$ cat config.mk
export PLATFORM = sky130hd
export DESIGN_NAME = sensor_channel_register_bank
export DESIGN_NICKNAME = d
export VERILOG_FILES = /design/src/rtl/sensor_bank_pkg.sv /design/src/rtl/sensor_channel_register_bank.sv
export VERILOG_INCLUDE_DIRS = /design/src /design/src/rtl
export SDC_FILE = /design/constraint.sdc
export NUM_CORES = 2
export LEC_CHECK = 0
export BUFFER_PORTS_ARGS = -buffer_cell sky130_fd_sc_hd__buf_2
export CAP_MARGIN = 10
export CORE_UTILIZATION = 25
export DETAILED_ROUTE_END_ITERATION = 8
export PLACE_DENSITY = 0.36
export SLEW_MARGIN = 20
export SYNTH_ARGS = -nofsm -noshare
export SYNTH_HDL_FRONTEND = slang
export SYNTH_SLANG_ARGS = --single-unit
$ cat constraint.sdc
create_clock -name sys_clk -period 43 [get_ports sys_clk]
set_input_delay 2.15 -clock sys_clk [delete_from_list [all_inputs] [get_ports sys_clk]]
set_output_delay 2.15 -clock sys_clk [all_outputs]
set_load 0.03 [all_outputs]
$ cat src/rtl/sensor_bank_params.svh
// Purpose: Offsets, reset values and timing figures of the sensor register bank.
// Assumes: Offsets are the low address byte; the sensor number sits in address bits 11:8.
// Notes: Definitions only.
`ifndef SENSOR_BANK_PARAMS_SVH
`define SENSOR_BANK_PARAMS_SVH
`define OFF_TRIG_EF 8'h01
`define OFF_RES_A 8'h02
`define OFF_RES_F 8'h07
`define OFF_LED_CTRL 8'h09
`define OFF_DAC_POS_A 8'h0A
`define OFF_DAC_POS_D 8'h0D
`define OFF_DAC_LIM_LO 8'h0E
`define OFF_DAC_LIM_HI 8'h0F
`define OFF_DAC_CTRL 8'h10
`define OFF_KIND 8'h11
`define OFF_IND_CTRL 8'h12
`define KIND_RESET 4'h1
`define WORD_RESET 16'h0000
`define DAC_EN_BIT 7
`define CLK_HZ 25000000
`define LED_HALF_MS 250
`define LED_HALF_CYC ((`CLK_HZ / 1000) * `LED_HALF_MS)
`endif

$ cat src/rtl/sensor_bank_pkg.sv
// Purpose: Types shared by the sensor register bank.
// Assumes: Nothing.
// Notes: Encodings match the documented field codes.
package sensor_bank_pkg;
  typedef logic [15:0] word_t;
  typedef enum logic [1:0] {IND_OFF = 2'h0, IND_ANY = 2'h1, IND_VALID = 2'h2, IND_RSVD = 2'h3} ind_cond_t;
  typedef enum logic [1:0] {ACLR_OFF = 2'h0, ACLR_BEFORE = 2'h1, ACLR_AFTER = 2'h2, ACLR_RSVD = 2'h3} ind_aclr_t;
endpackage

$ cat src/rtl/sensor_channel_register_bank.sv
// Purpose: Per-sensor register bank: trigger flags, results, LED, DAC words, type, sample indicator.
// Assumes: Word port and measurement engine run on sys_clk.
// Notes:
// How it works
// - Trigger register holds eight enables high, eight flags low, reset zero.
// - Host writing zero to a flag clears it.
// - Six read-only result words hold the last finished measurement, reset zero.
// - Types 1 and 4: position, amplitude, frequency, then three unused words.
// - Types 2,6,3: position high, low, fine, coarse, frequency; mismatch for 2,6.
// - Invalid measurement forces the reported position to zero.
// - Position is signed, 65536 counts per sine length.
// - Valid sensor LED pin blinks near 2Hz below threshold, else steady.
// - Four signed position words set rising and falling slope ends.
// - Two unsigned words set lower and upper DAC limits.
// - DAC control word holds enable, output select and operation bits.
// - Bits 15:8 give the DAC value after an invalid measurement.
// - Only sensor 1 type is writable, default 1; others mirror or read zero.
// - Type 4 allows sensors 1 and 2; sensors 3 and 4 read zero.
// - Indicator condition: 0 off, 1 any new, 2 new valid, 3 reserved.
// - Host writing zero to the indicator flag resets it and its pin; here the ind_flag_clr input clears it instead.
// - Indicator auto clear: 0 none, 1 before, 2 after each measurement.
// - Triggers may auto clear without any host traffic.
// - Auto clear removes a trigger during the next measurement.
// - Address bits 11:8 pick the sensor, numbered from 1.
// - Valid flag shows the last measurement had the target in range.
`timescale 1ns/1ps
`include "sensor_bank_params.svh"
module sensor_channel_register_bank
#(
  parameter int unsigned LED_HALF_CYCLES = `LED_HALF_CYC,
  parameter int unsigned NUM_SENSORS = 4
)
(
  input wire logic sys_clk,
  input wire logic rst,
  input wire logic reg_wr,
  input wire logic reg_rd,
  input wire logic [11:0] reg_addr,
  input wire sensor_bank_pkg::word_t reg_wdata,
  output sensor_bank_pkg::word_t reg_rdata,
  input wire logic meas_start,
  input wire logic meas_done,
  input wire logic [1:0] meas_sensor,
  input wire logic meas_valid,
  input wire logic [31:0] meas_pos32,
  input wire sensor_bank_pkg::word_t meas_amp_a,
  input wire sensor_bank_pkg::word_t meas_amp_b,
  input wire sensor_bank_pkg::word_t meas_rel_freq,
  input wire sensor_bank_pkg::word_t meas_mismatch,
  input wire logic trig_hit,
  input wire logic [1:0] trig_sensor,
  input wire logic [7:0] trig_mask,
  input wire logic [3:0] trig_auto_clear,
  input wire logic [3:0] ind_enable,
  input wire logic [3:0] ind_flag_clr,
  input wire logic [3:0] pin_active_high,
  output logic [31:0] trig_flags,
  output logic [3:0] valid_flags,
  output logic [3:0] ind_flags,
  output logic [3:0] sensor_allowed,
  output logic [3:0] dac_enable,
  output logic [3:0] io_level
);
  import sensor_bank_pkg::*;
  if (NUM_SENSORS != 4 || LED_HALF_CYCLES < 2)
  begin
    $error("Bank serves exactly four sensors and a blink count of at least two.");
  end

  ////////////////////////////////////////////////////////////////////////////
  // Storage and address decode.
  word_t tef_r [4];
  word_t res_r [4][6];
  word_t led_r [4];
  word_t dpos_r [4][4];
  word_t dlim_r [4][2];
  word_t dcw_r [4];
  logic [3:0] sub_r [4];
  logic [3:0] kind_r;
  logic [7:0] sic_r [4];
  logic [3:0] valid_r;
  logic [3:0] ind_r;
  logic blink_r;
  logic [31:0] blink_cnt_r;
  logic [3:0] allowed_r;
  logic [3:0] io_r;

  // Sensor 1..4 in address bits 11:8 maps to storage index 0..3.
  wire [3:0] sensor_no = reg_addr[11:8];
  wire sensor_ok = (sensor_no >= 4'h1) && (sensor_no <= 4'h4);
  wire [1:0] si = 2'(sensor_no - 4'h1);
  wire [7:0] off = reg_addr[7:0];
  wire wr_ok = reg_wr && sensor_ok;

  // Sensors that a given type may measure.
  function automatic logic [2:0] max_sensors(input logic [3:0] kind);
    case (kind)
      4'h1: max_sensors = 3'h4;
      4'h4: max_sensors = 3'h2;
      default: max_sensors = 3'h1;
    endcase
  endfunction

  // Next trigger word: auto clear, then host writes, then new hits, so a hit beats a clear.
  function automatic word_t tef_next(input word_t cur, input logic aclr, input logic wr,
                                     input word_t wd, input logic hit, input logic [7:0] m);
    word_t t;
    t = cur;
    if (aclr)
      t[7:0] = 8'h00;
    if (wr)
    begin
      t[15:8] = wd[15:8];
      t[7:0] = t[7:0] & wd[7:0];
    end
    if (hit)
      t[7:0] = t[7:0] | (m & cur[15:8]);
    return t;
  endfunction

  ////////////////////////////////////////////////////////////////////////////
  // Trigger enables and flags; auto clear acts on the start of the next measurement.
  always_ff @(posedge sys_clk or posedge rst)
  begin
    if (rst)
    begin
      for (int s = 0; s < 4; s++)
        tef_r[s] <= `WORD_RESET;
    end
    else
    begin
      for (int s = 0; s < 4; s++)
        tef_r[s] <= tef_next(tef_r[s],
                             trig_auto_clear[s] && meas_start && meas_sensor == 2'(s),
                             wr_ok && si == 2'(s) && off == `OFF_TRIG_EF,
                             reg_wdata, trig_hit && trig_sensor == 2'(s), trig_mask);
    end
  end

  always_comb
  begin
    for (int s = 0; s < 4; s++)
      trig_flags[8*s +: 8] = tef_r[s][7:0];
  end

  ////////////////////////////////////////////////////////////////////////////
  // Results are loaded all at once when a measurement ends.
  always_ff @(posedge sys_clk or posedge rst)
  begin
    if (rst)
    begin
      valid_r <= 4'h0;
      for (int s = 0; s < 4; s++)
        for (int w = 0; w < 6; w++)
          res_r[s][w] <= `WORD_RESET;
    end
    else if (meas_done)
    begin
      valid_r[meas_sensor] <= meas_valid;
      // Position is 65536 counts per sine length; the 16-bit form wraps with it.
      case (kind_r)
        4'h2, 4'h3, 4'h6:
        begin
          res_r[meas_sensor][0] <= meas_valid ? meas_pos32[31:16] : `WORD_RESET;
          res_r[meas_sensor][1] <= meas_valid ? meas_pos32[15:0] : `WORD_RESET;
          res_r[meas_sensor][2] <= meas_amp_a;
          res_r[meas_sensor][3] <= meas_amp_b;
          res_r[meas_sensor][4] <= meas_rel_freq;
          res_r[meas_sensor][5] <= (kind_r == 4'h3) ? `WORD_RESET : meas_mismatch;
        end
        default:
        begin
          res_r[meas_sensor][0] <= meas_valid ? meas_pos32[15:0] : `WORD_RESET;
          res_r[meas_sensor][1] <= meas_amp_a;
          res_r[meas_sensor][2] <= meas_rel_freq;
          res_r[meas_sensor][3] <= `WORD_RESET;
          res_r[meas_sensor][4] <= `WORD_RESET;
          res_r[meas_sensor][5] <= `WORD_RESET;
        end
      endcase
    end
  end

  ////////////////////////////////////////////////////////////////////////////
  // Plain read/write configuration words.
  always_ff @(posedge sys_clk or posedge rst)
  begin
    if (rst)
    begin
      kind_r <= `KIND_RESET;
      for (int s = 0; s < 4; s++)
      begin
        led_r[s] <= `WORD_RESET;
        dcw_r[s] <= `WORD_RESET;
        sub_r[s] <= 4'h0;
        sic_r[s] <= 8'h00;
        for (int k = 0; k < 4; k++)
          dpos_r[s][k] <= `WORD_RESET;
        dlim_r[s][0] <= `WORD_RESET;
        dlim_r[s][1] <= `WORD_RESET;
      end
    end
    else if (wr_ok)
    begin
      if (off == `OFF_LED_CTRL)
        led_r[si] <= reg_wdata;
      if (off >= `OFF_DAC_POS_A && off <= `OFF_DAC_POS_D)
        dpos_r[si][2'(off - `OFF_DAC_POS_A)] <= reg_wdata;
      if (off == `OFF_DAC_LIM_LO)
        dlim_r[si][0] <= reg_wdata;
      if (off == `OFF_DAC_LIM_HI)
        dlim_r[si][1] <= reg_wdata;
      if (off == `OFF_DAC_CTRL)
        dcw_r[si] <= {reg_wdata[15:7], 2'b00, reg_wdata[4:0]};
      if (off == `OFF_KIND)
      begin
        sub_r[si] <= reg_wdata[7:4];
        if (si == 2'h0)
          kind_r <= reg_wdata[3:0];
      end
      if (off == `OFF_IND_CTRL)
        sic_r[si] <= reg_wdata[7:0];
    end
  end

  ////////////////////////////////////////////////////////////////////////////
  // Sample indicator flags.
  always_ff @(posedge sys_clk or posedge rst)
  begin
    if (rst)
      ind_r <= 4'h0;
    else
    begin
      for (int s = 0; s < 4; s++)
      begin
        logic mine;
        logic set;
        mine = meas_sensor == 2'(s);
        set = meas_done && mine && (ind_cond_t'(sic_r[s][5:4]) == IND_ANY ||
              (ind_cond_t'(sic_r[s][5:4]) == IND_VALID && meas_valid));
        if (set)
          ind_r[s] <= 1'b1;
        else if (ind_flag_clr[s])
          ind_r[s] <= 1'b0;
        else if (meas_start && mine && ind_aclr_t'(sic_r[s][7:6]) == ACLR_BEFORE)
          ind_r[s] <= 1'b0;
        else if (meas_done && mine && ind_aclr_t'(sic_r[s][7:6]) == ACLR_AFTER)
          ind_r[s] <= 1'b0;
      end
    end
  end

  ////////////////////////////////////////////////////////////////////////////
  // Blink divider: one toggle every quarter second gives about 2Hz.
  always_ff @(posedge sys_clk or posedge rst)
  begin
    if (rst)
    begin
      blink_cnt_r <= 32'h0;
      blink_r <= 1'b0;
    end
    else if (blink_cnt_r == 32'(LED_HALF_CYCLES - 1))
    begin
      blink_cnt_r <= 32'h0;
      blink_r <= ~blink_r;
    end
    else
      blink_cnt_r <= blink_cnt_r + 32'h1;
  end

  ////////////////////////////////////////////////////////////////////////////
  // Allowed sensors for the current type.
  always_ff @(posedge sys_clk or posedge rst)
  begin
    if (rst)
      allowed_r <= 4'h1;
    else
    begin
      for (int s = 0; s < 4; s++)
        allowed_r[s] <= 3'(s) < max_sensors(kind_r);
    end
  end

  ////////////////////////////////////////////////////////////////////////////
  // User pins: LED and sample indicator activity, then pin polarity.
  always_ff @(posedge sys_clk or posedge rst)
  begin
    if (rst)
      io_r <= 4'h0;
    else
    begin
      for (int p = 1; p <= 4; p++)
      begin
        logic act;
        act = 1'b0;
        for (int s = 0; s < 4; s++)
        begin
          word_t amp;
          amp = (kind_r == 4'h1 || kind_r == 4'h4) ? res_r[s][1] : res_r[s][2];
          if (led_r[s][3:0] == 4'(p) && valid_r[s])
            act = act | ((amp < {led_r[s][15:4], 4'h0}) ? blink_r : 1'b1);
          if (sic_r[s][3:0] == 4'(p) && ind_r[s] && ind_enable[s])
            act = 1'b1;
        end
        io_r[p - 1] <= act ? pin_active_high[p - 1] : ~pin_active_high[p - 1];
      end
    end
  end

  ////////////////////////////////////////////////////////////////////////////
  // Register reads; unmapped addresses return zero.
  always_ff @(posedge sys_clk or posedge rst)
  begin
    if (rst)
      reg_rdata <= `WORD_RESET;
    else if (reg_rd)
    begin
      reg_rdata <= `WORD_RESET;
      if (sensor_ok)
      begin
        case (off) inside
          `OFF_TRIG_EF: reg_rdata <= tef_r[si];
          [`OFF_RES_A:`OFF_RES_F]: reg_rdata <= res_r[si][3'(off - `OFF_RES_A)];
          `OFF_LED_CTRL: reg_rdata <= led_r[si];
          [`OFF_DAC_POS_A:`OFF_DAC_POS_D]: reg_rdata <= dpos_r[si][2'(off - `OFF_DAC_POS_A)];
          `OFF_DAC_LIM_LO: reg_rdata <= dlim_r[si][0];
          `OFF_DAC_LIM_HI: reg_rdata <= dlim_r[si][1];
          `OFF_DAC_CTRL: reg_rdata <= dcw_r[si];
          `OFF_KIND: reg_rdata <= {8'h00, sub_r[si], (si == 2'h0 || allowed_r[si]) ? kind_r : 4'h0};
          `OFF_IND_CTRL: reg_rdata <= {8'h00, sic_r[si]};
        endcase
      end
    end
  end

  // Status outputs straight from flops.
  always_comb
  begin
    valid_flags = valid_r;
    ind_flags = ind_r;
    sensor_allowed = allowed_r;
    io_level = io_r;
    for (int s = 0; s < 4; s++)
      dac_enable[s] = dcw_r[s][`DAC_EN_BIT];
  end
endmodule

==> reports/results.tsv <==
stage	metric	value	unit
yosys	yosysUniqueCellTypes	83	
placement	place.detailed.hpwl	123000	µm
critical_path	crit_arrival	7.04	ns
yosys	synth_ff_type	dfrtp_1	
critical_path	critical_path_class	input pin to register	
power	leakage	27.4	nW
final_layout	fillers	21200	
detailed_routing	post_drt_wl_per_cell	26.2	µm
placement	placedInstanceArea	0.0550	mm²
global_routing	grt_max_degree	196	
yosys	ys_seq_area_share	51.7	%
timing	clock.fmax	0.157	GHz
timing	finalCritPeriodShare	14.8	%
yosys	netlist.area_leader.share	51.6	%
detailed_routing	viasPerCell	4.79	
clock_network	cts_resized	0	
clock_network	cts_tree	yes	
yosys	syn_inst	4193	
detailed_routing	first_iter_violations	2309	
global_routing	grt_pass1_vias	35000	
clock_network	path_clk_slew	0.06	ns
floorplanning	die_h	457	µm
placement	placed_cells	6814	
clock_network	numClockSinks	1068	
floorplanning	ios	228	
global_routing	grtUsageTotal	17.9	%
detailed_routing	wl	185000	µm
final_layout	ff_latch_area	0.0267	mm²
floorplanning	fp.dieW	457	µm
final_layout	multi_input_comb_area	0.0230	mm²
yosys	synth_top_area_cell	dfrtp_1	
critical_path	crit_chain	buf_8 -> inv_1 -> ha_4 -> buf_12 -> buf_4 -> mux4_2 -> mux4_2 -> a221oi_1 -> nor2_1 -> a221o_1	
final_layout	final_nets	4475	
placement	io_buffers	227	
yosys	avgSynthCellArea	12.3	µm²
status	status	finished, final reports clean	
timing	skew	0.0307	ns
final_layout	fin_cells	7057	
final_layout	design_area	0.0594	mm²
yosys	synth_area	0.0517	mm²
timing	tns	0	ns
timing	relSlewSlack	22.0	%
timing	fin_crit	6.38	ns
critical_path	regToRegSetupSlack	38.23	ns
critical_path	cpMostUsedCell	mux4_2	
floorplanning	num_rows	166	
critical_path	slowest_stage	ha_4	
floorplanning	coreArea	0.205	mm²
placement	pre_cts_ws	35.70	ns
job	maxCapViolCount	0	
yosys	syn_nets	4405	
critical_path	crit_path_start_kind	input pin	
timing	slew_viol_final	0	
clock_network	root_buffer	clkbuf_16	
yosys	synth-edff-count	0	
detailed_routing	first_pass_iters	6	
critical_path	end_kind	register	
yosys	synth-seq-cells	1068	
yosys	yosys_warnings	0	
yosys	ys_async_sr_fraction	100	%
clock_network	clk_latency	0.77	ns
global_routing	gr-total-overflow	0	
detailed_routing	ant_nets	0	
timing	rsz0062_at_grt	no	
detailed_routing	vias	33800	
worst_hold_path	worstHoldPathType	register to register	
timing	final-hold-violation-count	0	
clock_network	cts_buffers	134	
final_layout	drive_gt1_share	30.5	%
clock_network	post-cts-setup-buffer-count	0	
clock_network	clock_path_buffers	3	
clock_network	cts_hold_buf	0	
power	p_per_area	40.7	mW/mm²
timing	setup_viol	0	
critical_path	required	43.66	ns
global_routing	antenna_found_initial	16	
placement	gp_congestion	0.817	
global_routing	grt_pass1_wl	272000	µm
critical_path	critical_path.max_stage_delay	0.86	ns
floorplanning	initial_core_util	25.2	%
detailed_routing	post-route-drc-count	0	
final_layout	area.growth.synth_to_final	14.9	%
critical_path	crit_fanout	102	
timing	setup_slack	36.62	ns
floorplanning	dieArea	0.209	mm²
timing	tightest_slew	1.17	ns
yosys	ys_top_cells_by_area	dfrtp_1, mux4_2, mux2_2, nand2_1, o21ai_0	
clock_network	htreeDepth	4	
power	ir_drop	0.0000454	V
## routing by layer
metal  wire length [µm]  vias up  GRT usage, %
met4               4670        0          4.63
met1              86200    17800          24.9
met5                  0        -             0
met3               6740      223          2.71
li1                   -    15200             -
met2              87400      623          28.8
## path summary, 6_finish.rpt
path	start	end	cells past startpoint
setup / recovery	reg_addr[8]	reg_rdata[14]$_DFFE_PP0P_	10
hold / removal	res_r[127]$_DFFE_PP0P_	res_r[127]$_DFFE_PP0P_	2
setup reg to reg	kind_r[0]$_DFFE_PP1P_	io_level[1]$_DFF_PP0_	13
hold reg to reg	res_r[127]$_DFFE_PP0P_	res_r[127]$_DFFE_PP0P_	2
max in group asynchronous	rst	dpos_r[136]$_DFFE_PP0P_	6
min in group asynchronous	rst	tef_r[31]$_DFFE_PP0P_	2
## cells in the mapped netlist (22+ instances only)
library cell / number
a21oi_1: 61
and3_1: 25
buf_2: 58
buf_4: 60
clkbuf_1: 189
dfrtp_1: 1066
ha_1: 52
inv_1: 63
mux2_1: 85
mux2_2: 437
mux2_4: 80
mux2i_1: 35
mux4_2: 275
nand2_1: 766
nand3_1: 38
nand4_1: 22
nor2_1: 58
o211ai_1: 40
o21ai_0: 468
## per-stage QoR
stage / total power, mW / hold slack [ns] / utilization (%)
floorplan: 1.21 / 0.445 / -
global placement: 1.30 / 0.457 / 26.8
detailed placement: 1.30 / 0.465 / 26.8
CTS: 2.47 / 0.478 / 29.0
global route: 2.53 / 0.496 / 29.0
finish: 2.42 / 0.471 / 29.0
## cell families (layout without fill, tap and decap cells)
logic type	after synthesis	after routing	share of synthesized area [%]
compound gates	668	668	7.20
simple gates	1041	1041	8.87
buf+inv	414	582	3.97
xor+xnor	35	35	0.593
mux	914	914	26.4
flops	1068	1068	51.7
other cells	1	9	0.00725
fa+ha+maj	52	52	1.26
## critical path: cells and delay by family
family	cells	cell delay (ns)
buf+inv	4	2.04
mux	2	1.12
fa+ha+maj	1	0.86
compound gates	2	0.62
simple gates	1	0.07
## power by group
| group | internal, mW | switching, mW |
|---|---|---|
| clock | 0.682 | 0.468 |
| combinational | 0.0703 | 0.143 |
| sequential | 1.04 | 0.0218 |
## layout make-up
cell class / count / area share, %
timing repair buffer: 283 / 2.75
sequential: 1068 / 45.0
antenna: 8 / 0.0337
multi-input combinational: 2711 / 38.7
tap: 2688 / 5.66
clock buffer: 194 / 6.67
inverter: 65 / 0.423
clock inverter: 40 / 0.798
## cells in the final DEF, fill, tap and decap left out, drive strengths merged, types with 11 or more instances in the layout
cell / netlist / final
nor4: 11 / 11
nor3: 13 / 13
nor2: 60 / 60
mux4: 277 / 277
inv: 65 / 68
xnor2: 20 / 20
buf: 160 / 282
a221oi: 11 / 11
xor2: 15 / 15
mux2: 602 / 602
a22oi: 14 / 14
dfrtp: 1066 / 1066
nand4: 22 / 22
a21oi: 61 / 61
nand3: 38 / 38
mux2i: 35 / 35
ha: 52 / 52
and3: 25 / 25
clkbuf: 189 / 195
o211ai: 40 / 40
nor2b: 11 / 11
o21ai: 477 / 477
clkinv: 0 / 25
nand2: 783 / 783
## sequential cells by signal, summed over array words and instances, names as in the netlist
name / count
res_r: 384
dpos_r: 256
dlim_r: 128
led_r: 64
dcw_r: 52
blink_cnt_r: 32
sic_r: 32
tef_r: 32
trig_flags: 32
reg_rdata: 16
sub_r: 16
dac_enable: 4
ind_flags: 4
io_level: 4
kind_r: 4
valid_flags: 4
sensor_allowed: 3
blink_r: 1
(Power assumes the default switching activity.)
